===== config.mk =====
export PLATFORM = sky130hd
export DESIGN_NAME = ipgc_top
export DESIGN_NICKNAME = d
export VERILOG_FILES = /design/src/design/ipgc_pkg.sv /design/src/design/ipgc_phase_gen.sv /design/src/design/ipgc_top.sv
export SDC_FILE = /design/constraint.sdc
export NUM_CORES = 1
export LEC_CHECK = 0
export BUFFER_PORTS_ARGS = -buffer_cell sky130_fd_sc_hd__buf_4
export CAP_MARGIN = 20
export CORE_AREA = 2 2 73 75
export DETAILED_ROUTE_END_ITERATION = 10
export DIE_AREA = 0 0 75 77
export GPL_TIMING_DRIVEN = 0
export PLACE_DENSITY = 0.86
export SLEW_MARGIN = 0
export SYNTH_ARGS = -nofsm -noshare
export SYNTH_HDL_FRONTEND = slang
export SYNTH_SLANG_ARGS = --single-unit

===== constraint.sdc =====
create_clock -name ref_clk -period 1.3 [get_ports ref_clk]
set_clock_uncertainty 0.05 [all_clocks]
set_input_delay 0.065 -clock ref_clk [delete_from_list [all_inputs] [get_ports ref_clk]]
set_output_delay 0.065 -clock ref_clk [all_outputs]
set_load 0.05 [all_outputs]

===== src/design/ipgc_pkg.sv =====
// Package for the image port global control block: register map, field
// positions, reset values and the carrier structs shared by the design.
// Assumes a 32-bit APB master and a 10 MHz reference clock.
package ipgc_pkg;

	// Register byte addresses (printed offsets are not all multiples of four,
	// so each is an index and the byte address is four times it)
	localparam logic [7:0] IPGC_IDX_FLAG_LEVELS = 8'h86;
	localparam logic [7:0] IPGC_IDX_PHASE_ENABLE = 8'h87;
	localparam logic [7:0] IPGC_IDX_POWER_SAVE = 8'h88;
	localparam logic [7:0] IPGC_IDX_STATUS = 8'h8f;
	localparam logic [11:0] IPGC_ADDR_FLAG_LEVELS = {2'h0, IPGC_IDX_FLAG_LEVELS, 2'h0};
	localparam logic [11:0] IPGC_ADDR_PHASE_ENABLE = {2'h0, IPGC_IDX_PHASE_ENABLE, 2'h0};
	localparam logic [11:0] IPGC_ADDR_POWER_SAVE = {2'h0, IPGC_IDX_POWER_SAVE, 2'h0};
	localparam logic [11:0] IPGC_ADDR_STATUS = {2'h0, IPGC_IDX_STATUS, 2'h0};

	// Field positions, flag level register
	localparam int IPGC_EMPTY_LSB = 0;
	localparam int IPGC_FULL_LSB = 2;
	// Field positions, phase and enable register
	localparam int IPGC_OE_LSB = 0;
	localparam int IPGC_CKPH_LSB = 4;
	localparam int IPGC_GQPH_LSB = 6;
	// Field positions, power save register
	localparam int IPGC_DECSLP_BIT = 0;
	localparam int IPGC_SCLSLP_BIT = 1;
	localparam int IPGC_AUDSLP_BIT = 3;
	localparam int IPGC_MARK_BIT = 4;
	localparam int IPGC_SCALER_SOFT_RESET_BIT = 5;
	localparam int IPGC_CH1EN_BIT = 6;
	localparam int IPGC_FIRST_CHANNEL_ENABLE_BIT = 7;
	// Field position, status register
	localparam int IPGC_MARKCOPY_BIT = 3;

	// Reset values
	localparam logic [7:0] IPGC_RST_FLAG_LEVELS = 8'h00;
	localparam logic [7:0] IPGC_RST_PHASE_ENABLE = 8'h00;
	localparam logic [7:0] IPGC_RST_POWER_SAVE = 8'h00;

	// FIFO thresholds in double words
	localparam logic [5:0] IPGC_LVL_0 = 6'h00;
	localparam logic [5:0] IPGC_LVL_4 = 6'h04;
	localparam logic [5:0] IPGC_LVL_8 = 6'h08;
	localparam logic [5:0] IPGC_LVL_16 = 6'h10;
	localparam logic [5:0] IPGC_LVL_24 = 6'h18;
	localparam logic [5:0] IPGC_LVL_28 = 6'h1c;
	localparam logic [5:0] IPGC_LVL_32 = 6'h20;

	// Phase timing: half cycle plus a fixed delay of about 3 ns
	localparam int IPGC_REF_CLK_HZ = 10000000;
	localparam int IPGC_PHASE_DELAY_NS = 3;
	localparam int IPGC_PHASE_DELAY_CYC = ((IPGC_PHASE_DELAY_NS * (IPGC_REF_CLK_HZ / 1000000)) + 999) / 1000;

	// Phase selection codes
	typedef enum logic [1:0] {
		IPGC_PH_DEFAULT = 2'h0,
		IPGC_PH_HALF = 2'h1,
		IPGC_PH_DELAY = 2'h2,
		IPGC_PH_HALF_DELAY = 2'h3
	} ipgc_phase_t;

	// Output enable source codes
	typedef enum logic [1:0] {
		IPGC_OE_OFF = 2'h0,
		IPGC_OE_ON = 2'h1,
		IPGC_OE_PIN_LOW = 2'h2,
		IPGC_OE_PIN_HIGH = 2'h3
	} ipgc_oe_t;

	// Decoded power controls toward the rest of the chip
	typedef struct packed {
		logic firstChannelOn;
		logic secondChannelOn;
		logic decoderOn;
		logic scalerOn;
		logic audioClockOn;
		logic scalerRunRst;
	} ipgc_power_t;

endpackage


===== src/design/ipgc_phase_gen.sv =====
// Phase shifter for one port clock style output.
// Assumes a single reference clock; the half-cycle shift is a falling-edge
// equivalent made by inverting, the short delay is one reference cycle.
`timescale 1ns/1ns
module ipgc_phase_gen
	import ipgc_pkg::*;
(
	// Clock and reset
	input wire logic ref_clk,
	input wire logic rst,
	// Source and selection
	input wire logic srcIn,
	input wire ipgc_phase_t phaseSel,
	// Shifted output
	output logic phaseOut
);

	logic [IPGC_PHASE_DELAY_CYC-1:0] dlyQ;
	logic [IPGC_PHASE_DELAY_CYC:0] dlyNext;
	logic dlyTap;
	logic phaseD;
	logic phaseQ;

	// Delay line stands in for the analog delay cell; coarse at 10 MHz
	always_ff @(posedge ref_clk or posedge rst) begin
		if (rst) begin
			dlyQ <= '0;
		end else begin
			dlyQ <= dlyNext[IPGC_PHASE_DELAY_CYC-1:0];
		end
	end

	// Shift in the source; the oldest sample drops off the top
	assign dlyNext = {dlyQ, srcIn};

	assign dlyTap = dlyQ[IPGC_PHASE_DELAY_CYC-1];

	always_comb begin
		case (phaseSel)
			IPGC_PH_DEFAULT: phaseD = srcIn;
			IPGC_PH_HALF: phaseD = ~srcIn;
			IPGC_PH_DELAY: phaseD = dlyTap;
			IPGC_PH_HALF_DELAY: phaseD = ~dlyTap;
			default: phaseD = srcIn;
		endcase
	end

	// Registered so the output is a clean data output
	always_ff @(posedge ref_clk or posedge rst) begin
		if (rst) begin
			phaseQ <= 1'b0;
		end else begin
			phaseQ <= phaseD;
		end
	end

	assign phaseOut = phaseQ;

endmodule


===== src/design/ipgc_top.sv =====
// Global control registers of the image output port and power management.
// Assumes an APB master on ref_clk, a FIFO fill count from port logic on the
// same clock, and the tristate pin arriving asynchronously from outside.
`timescale 1ns/1ns

module ipgc_top
	import ipgc_pkg::*;
#(
	parameter int FILL_W = 6
) (
	// Clock and reset
	input wire logic ref_clk,
	input wire logic rst,
	// APB slave
	input wire logic psel,
	input wire logic penable,
	input wire logic pwrite,
	input wire logic [11:0] paddr,
	input wire logic [31:0] pwdata,
	input wire logic [3:0] pstrb,
	output logic [31:0] prdata,
	output logic pready,
	output logic pslverr,
	// Port FIFO and clock inputs
	input wire logic [FILL_W-1:0] fifoFill,
	input wire logic portClockSrc,
	input wire logic dataQualifierSrc,
	input wire logic gatedClockMode,
	input wire logic auxPortClocks,
	input wire logic tristateCtrlPin,
	// Port outputs
	output logic almostEmptyFlag,
	output logic almostFullFlag,
	output logic portClockOut,
	output logic dataQualifierOut,
	output logic portOutEnable,
	// Power controls
	output ipgc_power_t powerCtrl
);

	logic [7:0] flagLevelsQ;
	logic [7:0] phaseEnableQ;
	logic [7:0] powerSaveQ;
	logic triSync1Q;
	logic triSync2Q;
	logic aeQ;
	logic afQ;
	logic oeQ;
	logic [31:0] rdataQ;
	ipgc_power_t powerQ;

	// APB decode; the slave always answers in the first access cycle
	wire apbAccess = psel & penable;
	wire apbWrite = apbAccess & pwrite & pstrb[0];
	wire selFlag = (paddr == IPGC_ADDR_FLAG_LEVELS);
	wire selPhase = (paddr == IPGC_ADDR_PHASE_ENABLE);
	wire selPower = (paddr == IPGC_ADDR_POWER_SAVE);
	wire selStatus = (paddr == IPGC_ADDR_STATUS);
	wire selAny = selFlag | selPhase | selPower | selStatus;
	wire wrFlag = apbWrite & selFlag;
	wire wrPhase = apbWrite & selPhase;
	wire wrPower = apbWrite & selPower;
	// Status is read only, so a write there is an error like an unmapped one
	wire badAccess = ~selAny | (pwrite & selStatus);

	assign pready = 1'b1;
	assign pslverr = apbAccess & badAccess;

	always_ff @(posedge ref_clk or posedge rst) begin
		if (rst) begin
			flagLevelsQ <= IPGC_RST_FLAG_LEVELS;
			phaseEnableQ <= IPGC_RST_PHASE_ENABLE;
		end else begin
			if (wrFlag) begin
				flagLevelsQ <= {4'h0, pwdata[3:0]};
			end
			if (wrPhase) begin
				phaseEnableQ <= {pwdata[7:4], 2'h0, pwdata[1:0]};
			end
		end
	end

	always_ff @(posedge ref_clk or posedge rst) begin
		if (rst) begin
			powerSaveQ <= IPGC_RST_POWER_SAVE;
		end else if (wrPower) begin
			powerSaveQ <= {pwdata[7:3], 1'b0, pwdata[1:0]};
		end
	end

	// Field views
	wire [1:0] emptySel = flagLevelsQ[IPGC_EMPTY_LSB +: 2];
	wire [1:0] fullSel = flagLevelsQ[IPGC_FULL_LSB +: 2];
	wire [1:0] oeSel = phaseEnableQ[IPGC_OE_LSB +: 2];
	wire [1:0] clkPhSel = phaseEnableQ[IPGC_CKPH_LSB +: 2];
	wire [1:0] gatedPhSel = phaseEnableQ[IPGC_GQPH_LSB +: 2];
	wire decoderSleep = powerSaveQ[IPGC_DECSLP_BIT];
	wire scalerSleep = powerSaveQ[IPGC_SCLSLP_BIT];
	wire audioClockSleep = powerSaveQ[IPGC_AUDSLP_BIT];
	wire programmedMarker = powerSaveQ[IPGC_MARK_BIT];
	wire scalerSoftReset = powerSaveQ[IPGC_SCALER_SOFT_RESET_BIT];
	wire firstChannelEnable = powerSaveQ[IPGC_CH1EN_BIT];
	wire secondChannelEnable = powerSaveQ[IPGC_FIRST_CHANNEL_ENABLE_BIT];

	// Fill count widened to the threshold width before compare
	wire [5:0] fill6 = 6'(fifoFill);

	wire emptyD = (emptySel == 2'h0) ? (fill6 < IPGC_LVL_16) :
		(emptySel == 2'h1) ? (fill6 < IPGC_LVL_8) :
		(emptySel == 2'h2) ? (fill6 < IPGC_LVL_4) :
		(fill6 == IPGC_LVL_0);
	wire fullD = (fullSel == 2'h0) ? (fill6 >= IPGC_LVL_16) :
		(fullSel == 2'h1) ? (fill6 >= IPGC_LVL_24) :
		(fullSel == 2'h2) ? (fill6 >= IPGC_LVL_28) :
		(fill6 >= IPGC_LVL_32);

	always_ff @(posedge ref_clk or posedge rst) begin
		if (rst) begin
			aeQ <= 1'b1;
			afQ <= 1'b0;
		end else begin
			aeQ <= emptyD;
			afQ <= fullD;
		end
	end

	assign almostEmptyFlag = aeQ;
	assign almostFullFlag = afQ;

	// Tristate pin is asynchronous; only the second stage is read
	always_ff @(posedge ref_clk or posedge rst) begin
		if (rst) begin
			triSync1Q <= 1'b0;
			triSync2Q <= 1'b0;
		end else begin
			triSync1Q <= tristateCtrlPin;
			triSync2Q <= triSync1Q;
		end
	end

	// scaler runs with decoder asleep only on auxiliary port clocks
	wire scalerPathOk = ~decoderSleep | auxPortClocks;
	wire scalerActive = ~scalerSleep & scalerPathOk;

	wire oeD = (oeSel == IPGC_OE_ON) ? 1'b1 :
		(oeSel == IPGC_OE_PIN_LOW) ? ~triSync2Q :
		(oeSel == IPGC_OE_PIN_HIGH) ? triSync2Q :
		1'b0;

	always_ff @(posedge ref_clk or posedge rst) begin
		if (rst) begin
			oeQ <= 1'b0;
		end else begin
			oeQ <= oeD & scalerActive;
		end
	end

	assign portOutEnable = oeQ;

	// gated phase only in gated mode
	wire [1:0] gatedPhEff = gatedClockMode ? gatedPhSel : 2'h0;

	ipgc_phase_gen uClkPhase (
		.ref_clk(ref_clk),
		.rst(rst),
		.srcIn(portClockSrc & scalerActive),
		.phaseSel(ipgc_phase_t'(clkPhSel)),
		.phaseOut(portClockOut)
	);

	ipgc_phase_gen uQualPhase (
		.ref_clk(ref_clk),
		.rst(rst),
		.srcIn(dataQualifierSrc & scalerActive),
		.phaseSel(ipgc_phase_t'(gatedPhEff)),
		.phaseOut(dataQualifierOut)
	);

	// Power control decode, registered for clean outputs
	always_ff @(posedge ref_clk or posedge rst) begin
		if (rst) begin
			powerQ <= '0;
		end else begin
			powerQ.firstChannelOn <= firstChannelEnable;
			powerQ.secondChannelOn <= secondChannelEnable;
			powerQ.decoderOn <= ~decoderSleep;
			powerQ.scalerOn <= scalerActive;
			powerQ.audioClockOn <= ~audioClockSleep;
			powerQ.scalerRunRst <= scalerSoftReset;
		end
	end

	assign powerCtrl = powerQ;

	// Read mux; marker mirrored into status
	wire [7:0] statusByte = {1'b0, triSync2Q, afQ, 1'b0, programmedMarker, 3'h0};
	wire [7:0] rdByte = selFlag ? flagLevelsQ :
		selPhase ? phaseEnableQ :
		selPower ? powerSaveQ :
		selStatus ? statusByte :
		8'h00;

	// Read data registered at the setup cycle so it is stable in access
	always_ff @(posedge ref_clk or posedge rst) begin
		if (rst) begin
			rdataQ <= 32'h00000000;
		end else if (psel & ~penable & ~pwrite) begin
			rdataQ <= {24'h000000, rdByte};
		end
	end

	assign prdata = rdataQ;

endmodule

==> summary.md, run 1 <==
| Metric | Value |
|---|---|
| Outcome | complete, but fails checks |
| Failing checks | setup timing |
| Initial antenna violation count | 0 |
| Final Instance Area | 3025 um2 |
| Reg area | around 1000 um2 |
| Period utilization | 140.8% |
| Yosys reg bits | 40 |
| Reg clk slew, reported paths | around 80 ps |
| R2R cell count | 3 |
| Cell area power density | about 870 nW/um2 |
| Via Count | between 1500 and 2000 |
| Crit path DAT | 1960 ps |
| Unrepaired setup endpoints after global routing | yes |
| Initial Util | between 30% and 40% |
| Synth area leader | dfrtp_1 |
| DRT Pass-1 Iters | 4 |
| Synth top cells by count | dfrtp_1 (39), buf_4 (25), mux2_2 (13) |
| # rows | 26 |
| Final setup margin | -530.0 ps |
| Yosys top cell area share | between 50% and 60% |
| First-pass GRT wire length | approximately 8000 um |
| # setup viols final | 26 |
| Clock Latency Late Sink | between 200 and 300 ps |
| DPL Wire Length | approximately 3500 um |
| Worst VDD drop | approximately 0.50 mV |
| Area grow syn2layout | 56.10% |
| Fraction of registers with async set/reset | between 90% and 100% |
| IO Count | between 100 and 150 |
| Crit. End Element | register |
| WL final | 5241 um |
| Worst Setup EP | flagLevelsQ[1]$_DFFE_PP0P_ |
| GR Util All Layers | slightly below 20% |
| Pleak | 1.512 nW |
| Crit path from | paddr[8] |
| CP Cell Sequence | buf_6 > or4b_4 > or3_4 > or4_4 > mux2_4 |
| Final Slew Violations | 0 |
| CP Launch Type | input port |
| Setup CP Type | input port to register |
| Cell with the most instances after synthesis | dfrtp_1 |
| Register area share after synthesis | between 50% and 60% |
| CP Max Fanout | 4 |
| Die width | roughly 75 um |
| Iter 0 DRT Violations | between 100 and 150 |
| Core area | around 5000 um2 |
| Crit Reg-Reg Endpoint | uQualPhase.phaseOut$_DFF_PP0_ |
| Slew headroom | 46.60% |
| CTS tree | yes |
| Via density | 4.767 |
| Path category of the worst min-delay check | input port to register |
| Syn. warnings | 0 |
| Reg2reg start | powerSaveQ[0]$_DFFE_PP0P_ |
| WL/cell | 15.28 um |
| Num CTS Buffers | 5 |
| Post-place setup slack | -977.2 ps |
| Share of layout cells above drive strength 1 | roughly 48% |
| # clock sinks | 40 |
| Antenna Nets Post-Route | 0 |
| Final Critical Period | about 1800 ps |
| Synthesized area per cell | about 12 um2 |
| Max-Cap Viols | 0 |
| Top FF cell, synth | dfrtp_1 |
| Synth cell types | around 40 |
| Area of the multi-input gates | between 900 and 1000 um2 |
| Die area | slightly below 6000 um2 |
| Top cells by area, synth | dfrtp_1 (50%), buf_4 (9.7%), mux2_2 (7.6%) |
| Fmax | about 0.55 GHz |
| Final #Nets | approximately 340 |
| EDFF count, synth | 0 |
| CP max-delay cell | or4_4 |
| I/O Buffers | 56 |
| Root buffer cell | clkbuf_8 |
| Measured slew at the worst slew-check pin | roughly 800 ps |
| R2r setup slk | about 90 ps |
| H-tree levels | 2 |
| Area after DPL | 2564 um2 |
| Cell count after synthesis | 167 |
| FILL cells | 397 |
| Post-route DRC | 0 |
| Final Hold Fails | 0 |
| Gr ovfl total | 0 |
| Gpl congestion | 0.8812 |
| Clk buf depth | 2 |
| Synth Cell Area | just under 2000 um2 |
| Die Span Y | ~77 um |
| Largest net degree at the start of global routing | 41 |
| Worst path max stage delay | around 590 ps |
| Vias in the first global route | around 1700 |
| Worst EP required | around 1400 ps |
| ANT cells | 0 |
## worst min-delay path by stage
| stage | from | to | cells past startpoint |
|---|---|---|---|
| 6_report | fifoFill[2] | almostEmptyFlag$_DFF_PP1_ | 3 |
| 5_1_grt | fifoFill[2] | almostEmptyFlag$_DFF_PP1_ | 3 |
| 3_3_place_gp | tristateCtrlPin | triSync1Q$_DFF_PP0_ | 1 |
| 4_1_cts | fifoFill[2] | almostEmptyFlag$_DFF_PP1_ | 3 |
| 3_5_place_dp | tristateCtrlPin | triSync1Q$_DFF_PP0_ | 1 |
| 2_1_floorplan | tristateCtrlPin | triSync1Q$_DFF_PP0_ | 0 |
## logic make-up after synthesis
group                  count (synthesis)  synth area share, %
AND/OR/NAND/NOR                       42                13.30
flip-flops                            40                51.71
buffers and inverters                 34                11.81
AO/OA/AOI/OAI                         29                10.78
multiplexers                          17                10.65
XOR/XNOR                               3                1.356
other                                  2               0.3875
## metrics by stage
step                      TNS, ps  hold WS [ps]  cells  utilization [%]  power [mW]
final                      -10150         26.13    343            60.78       2.628
after global routing       -10970         44.59    343            60.78       2.742
after CTS                  -10700         16.60    343            60.46       2.631
after detailed placement   -20150         125.9    316            51.51       1.716
after global placement     -27520         127.2    316            51.51       1.708
after floorplan            -13240         46.43    190                -       1.586
## metal layers
| metal | part of all wire [%] | vias up | track usage (%) |
|---|---|---|---|
| li1 | - | 758 | - |
| met4 | 2.9 | 0 | 9.643 |
| met1 | 38 | 792 | 23.86 |
| met3 | 6.9 | 16 | 4.468 |
| met2 | 52 | 69 | 30.88 |
| met5 | 0 | - | 0 |
## layout make-up
class | count | area share (%)
Sequential cell | 40 | 33.13
Multi-Input combinational cell | 116 | 30.73
Timing Repair Buffer | 77 | 22.21
Buffer | 27 | 7.113
Clock buffer | 7 | 3.184
Tap cell | 70 | 2.895
Inverter | 6 | 0.7444
## power breakdown
group          switching, mW  total, mW  leakage (nW)  internal, mW
registers            0.00567       1.26         0.522          1.26
logic                  0.294      0.483         0.939         0.189
clock network          0.409      0.881        0.0503         0.472
## what timing repair did
item,in CTS,in global routing
setup endpoints to repair,27,26
resized for setup,28,2
buffers inserted,6,0
hold buffers,15,0
endpoints found under the hold margin,62,0
pin swaps,8,2
## flip-flops by register name (all words and copies together), names as in the netlist
signal	count
triSync2Q	1
flagLevelsQ	4
prdata	8
almostFullFlag	1
phaseEnableQ	6
uQualPhase.dlyQ	1
almostEmptyFlag	1
portOutEnable	1
uQualPhase.phaseOut	1
powerSaveQ	7
uClkPhase.phaseOut	1
triSync1Q	1
powerCtrl	6
uClkPhase.dlyQ	1
## placed cells by master, fill, tap and decap left out, types with 3 or more instances in the layout
cell type,instances
buf_4,79
dfrtp_1,39
conb_1,25
mux2_4,17
dlygate4sd3_1,15
nand2_1,10
clkbuf_8,9
and2_1,5
inv_1,5
buf_6,5
and3_1,4
a22oi_1,4
o21ai_0,4
nand3_1,3
xnor2_1,3
buf_12,3
## critical path: cells and delay by family
family	cells	cell delay, ps
buffers and inverters	1	90
muxes	1	330
and+or+nand+nor	3	1490
(Power assumes the default switching activity.)
==> run 2, diff against run 1 <==
Settings changed: CTS_BUF_LIST set to sky130_fd_sc_hd__clkbuf_4, PLACE_DENSITY 0.86 to 0.87, SYNTH_HIERARCHICAL set to 1.
==> run 2 against run 1 <==
Against the previous run: the flow still finishes with violations (setup timing); cell count grew 2.9%; critical path depth increased by 1; first-iteration DRC count fell by 55%; sequential cell count is the same; combinational power is 6.4% higher; non-clock buffer count is 7 higher; global-route usage is 2.8 points lower; worst setup slack gained 420 ps; utilization shrank 0.55 points; synthesized cell count grew 3.0%; via count down 1.8%; critical endpoint is now powerSaveQ[1]$_DFFE_PP0P_; largest cell class unchanged.
==> summary.md, run 2 <==
| Metric | Value |
|---|---|
| Final Hold Fails | 0 (unchanged) |
| Cell area power density | 804.0 nW/um2 (was 868.6 nW/um2) |
| Synth top cells by count | dfrtp_1 (39), buf_4 (26), mux2_2 (13), nand2_1 (13), inv_1 (9) (was dfrtp_1 (39), buf_4 (25), mux2_2 (13)) |
| Synthesized area per cell | 11.48 um2 (was 11.61 um2) |
| Clk buf depth | 2 (unchanged) |
| EDFF count, synth | 0 (unchanged) |
| Final Critical Period | 1412 ps (was 1830 ps) |
| Initial antenna violation count | 0 (unchanged) |
| Root buffer cell | clkbuf_4 (was clkbuf_8) |
| Final #Nets | 346 (was 337) |
| Setup CP Type | input port to register (unchanged) |
| H-tree levels | 2 (unchanged) |
| Via density | 4.550 (was 4.767) |
| Post-route DRC | 0 (unchanged) |
| Worst EP required | 1480 ps (was 1430 ps) |
| Crit Reg-Reg Endpoint | uQualPhase/phaseOut$_DFF_PP0_ (was uQualPhase.phaseOut$_DFF_PP0_) |
| Path category of the worst min-delay check | input port to asynchronous set/reset pin (was input port to register) |
| CP Max Fanout | 7 (was 4) |
| Core Util, Final | 60.23% (was 60.78%) |
| Max-Cap Viols | 0 (unchanged) |
| Pleak | 1.498 nW (was 1.512 nW) |
| Yosys top cell area share | 49.43% (was 50.36%) |
| WL final | 4770 um (was 5241 um) |
| Crit path DAT | 1600 ps (was 1960 ps) |
| Largest net degree at the start of global routing | 25 (was 41) |
| Yosys reg bits | 40 (unchanged) |
| I/O Buffers | 55 (was 56) |
| Period utilization | 108.7% (was 140.8%) |
| Die width | 75 um (unchanged) |
| DRT Pass-1 Iters | 5 (was 4) |
| Iter 0 DRT Violations | 48 (was 106) |
| Synth cell types | 43 (was 41) |
| Cell count after synthesis | 172 (was 167) |
| Num CTS Buffers | 5 (unchanged) |
| Top cells by area, synth | dfrtp_1 (49%), buf_4 (9.9%), mux2_2 (7.4%) (was dfrtp_1 (50%), buf_4 (9.7%), mux2_2 (7.6%)) |
| # rows | 26 (unchanged) |
| Unrepaired setup endpoints after global routing | yes (unchanged) |
| Register area share after synthesis | 50.76% (was 51.71%) |
| FILL cells | 424 (was 397) |
| Fraction of registers with async set/reset | 100.0% (unchanged) |
| Final setup margin | -112.5 ps (was -530.0 ps) |
| Outcome | complete, but fails checks (unchanged) |
| Reg2reg start | powerSaveQ[0]$_DFFE_PP0P_ (unchanged) |
| R2R cell count | 4 (was 3) |
| Gpl congestion | 0.8386 (was 0.8812) |
| Slew headroom | 55.43% (was 46.60%) |
| Cell with the most instances after synthesis | dfrtp_1 (unchanged) |
| Die area | 5775 um2 (unchanged) |
| WL/cell | 13.51 um (was 15.28 um) |
| GR Util All Layers | 16.54% (was 19.29%) |
| R2r setup slk | 130 ps (was 90 ps) |
| Most frequent cells in the layout | buf_4 (81), dfrtp_1 (38), conb_1 (25), dlygate4sd3_1 (20), mux2_4 (17) (was buf_4 (79), dfrtp_1 (39), conb_1 (25), mux2_4 (17), dlygate4sd3_1 (15)) |
| Gr ovfl total | 0 (unchanged) |
| Top FF cell, synth | dfrtp_1 (unchanged) |
| Die Span Y | 77 um (unchanged) |
| CTS tree | yes (unchanged) |
| IO Count | 109 (unchanged) |
| Failing checks | setup timing (unchanged) |
| Area grow syn2layout | 51.84% (was 56.10%) |
| Vias in the first global route | 1585 (was 1660) |
| Initial Util | 39.67% (was 38.94%) |
| ANT cells | 0 (unchanged) |
| Flip-flop count of the largest register after layout | 8 (unchanged) |
| First-pass GRT wire length | 7189 um (was 8238 um) |
| Final Slew Violations | 0 (unchanged) |
| # setup viols final | 18 (was 26) |
| Measured slew at the worst slew-check pin | 659.2 ps (was 799.9 ps) |
| DPL Wire Length | 3438 um (was 3501 um) |
| Crit. End Element | register (unchanged) |
| Syn. warnings | 6 (was 0) |
| Crit path from | paddr[8] (unchanged) |
| Worst Hold Slack | 65.91 ps (was 26.13 ps) |
| Commonest non-fill, non-tap cell in the layout | buf_4 (unchanged) |
| Share of layout cells above drive strength 1 | 45.58% (was 47.62%) |
| Fmax | 0.7080 GHz (was 0.5464 GHz) |
| Clock Latency Late Sink | 350 ps (was 290 ps) |
| Synth Cell Area | 1974 um2 (was 1938 um2) |
| CP Launch Type | input port (unchanged) |
| Reg clk slew, reported paths | 120 ps (was 80 ps) |
| Synth area leader | dfrtp_1 (unchanged) |
| Antenna Nets Post-Route | 0 (unchanged) |
| Core area | 4977 um2 (unchanged) |
| Via Count | 1606 (was 1635) |
| Setup tns final | -1358 ps (was -10150 ps) |
| Post-place setup slack | -551.7 ps (was -977.2 ps) |
| # clock sinks | 40 (unchanged) |
| Worst VDD drop | 0.4742 mV (was 0.4990 mV) |
## run 2: worst max-delay path by stage
stage	end	slack, ps
2_1_floorplan	flagLevelsQ[0]$_DFFE_PP0P_	-300
3_3_place_gp	flagLevelsQ[3]$_DFFE_PP0P_	-530
3_5_place_dp	flagLevelsQ[2]$_DFFE_PP0P_	-550
4_1_cts	powerSaveQ[3]$_DFFE_PP0P_	-80
5_1_grt	powerSaveQ[3]$_DFFE_PP0P_	-150
6_report	powerSaveQ[1]$_DFFE_PP0P_	-110
## run 2: final cells by class
class | count | area (um2) | share of cell area (%)
Tap cell | 70 | 87.58 | 2.922
Clock inverter | 1 | 3.754 | 0.1252
Buffer | 30 | 224.0 | 7.471
Timing Repair Buffer | 81 | 696.9 | 23.25
Clock buffer | 7 | 52.55 | 1.753
Inverter | 9 | 33.78 | 1.127
Sequential cell | 40 | 1003 | 33.47
Multi-Input combinational cell | 115 | 895.9 | 29.88
## run 2: routing by layer
metal / track usage (%) / vias to the layer above / wire length, um / share of wire [%]
met5: 0 / - / 0 / 0
met4: 6.429 / 0 / 96 / 2.0
met3: 4.336 / 14 / 260 / 5.5
met2: 28.25 / 69 / 2500 / 52
met1: 19.26 / 754 / 1913 / 40
li1: - / 769 / - / -
## run 2: critical path, stage by stage
cell,delay (ps)
buf_6,90
or4b_4,530
nor3_4,230
and3_1,210
buf_6,160
mux2_4,310
## run 2: cells by family after synthesis
logic type                after synthesis  share of synthesized area (%)
DFF                                    40                          50.76
buffers and inverters                  40                          13.12
and+or+nand+nor                        38                          12.04
AOI/OAI and AO/OA                      28                          9.887
muxes                                  21                          12.48
xor gates and xnor gates                3                          1.331
other                                   2                         0.3804
## run 2: power by group
part	internal (mW)	switching [mW]	leakage [nW]
logic	0.213	0.300	0.943
clock network	0.250	0.383	0.0338
registers	1.26	0.00585	0.521
total	1.72	0.689	1.50
## run 2: per-stage QoR
step                      power [mW]  cells  area (um2)
after floorplan                1.599    195        2121
after global routing           2.506    353        2998
after detailed placement       1.739    321        2649
final                          2.410    353        2998
after global placement         1.722    320        2621
after CTS                      2.419    353        2963
## run 2: timing repair
item,in CTS,in global routing
setup endpoints to repair,18,26
hold endpoints to repair,40,0
resized for setup,8,8
hold buffers,20,0
setup buffers,5,1
pin swaps,3,5
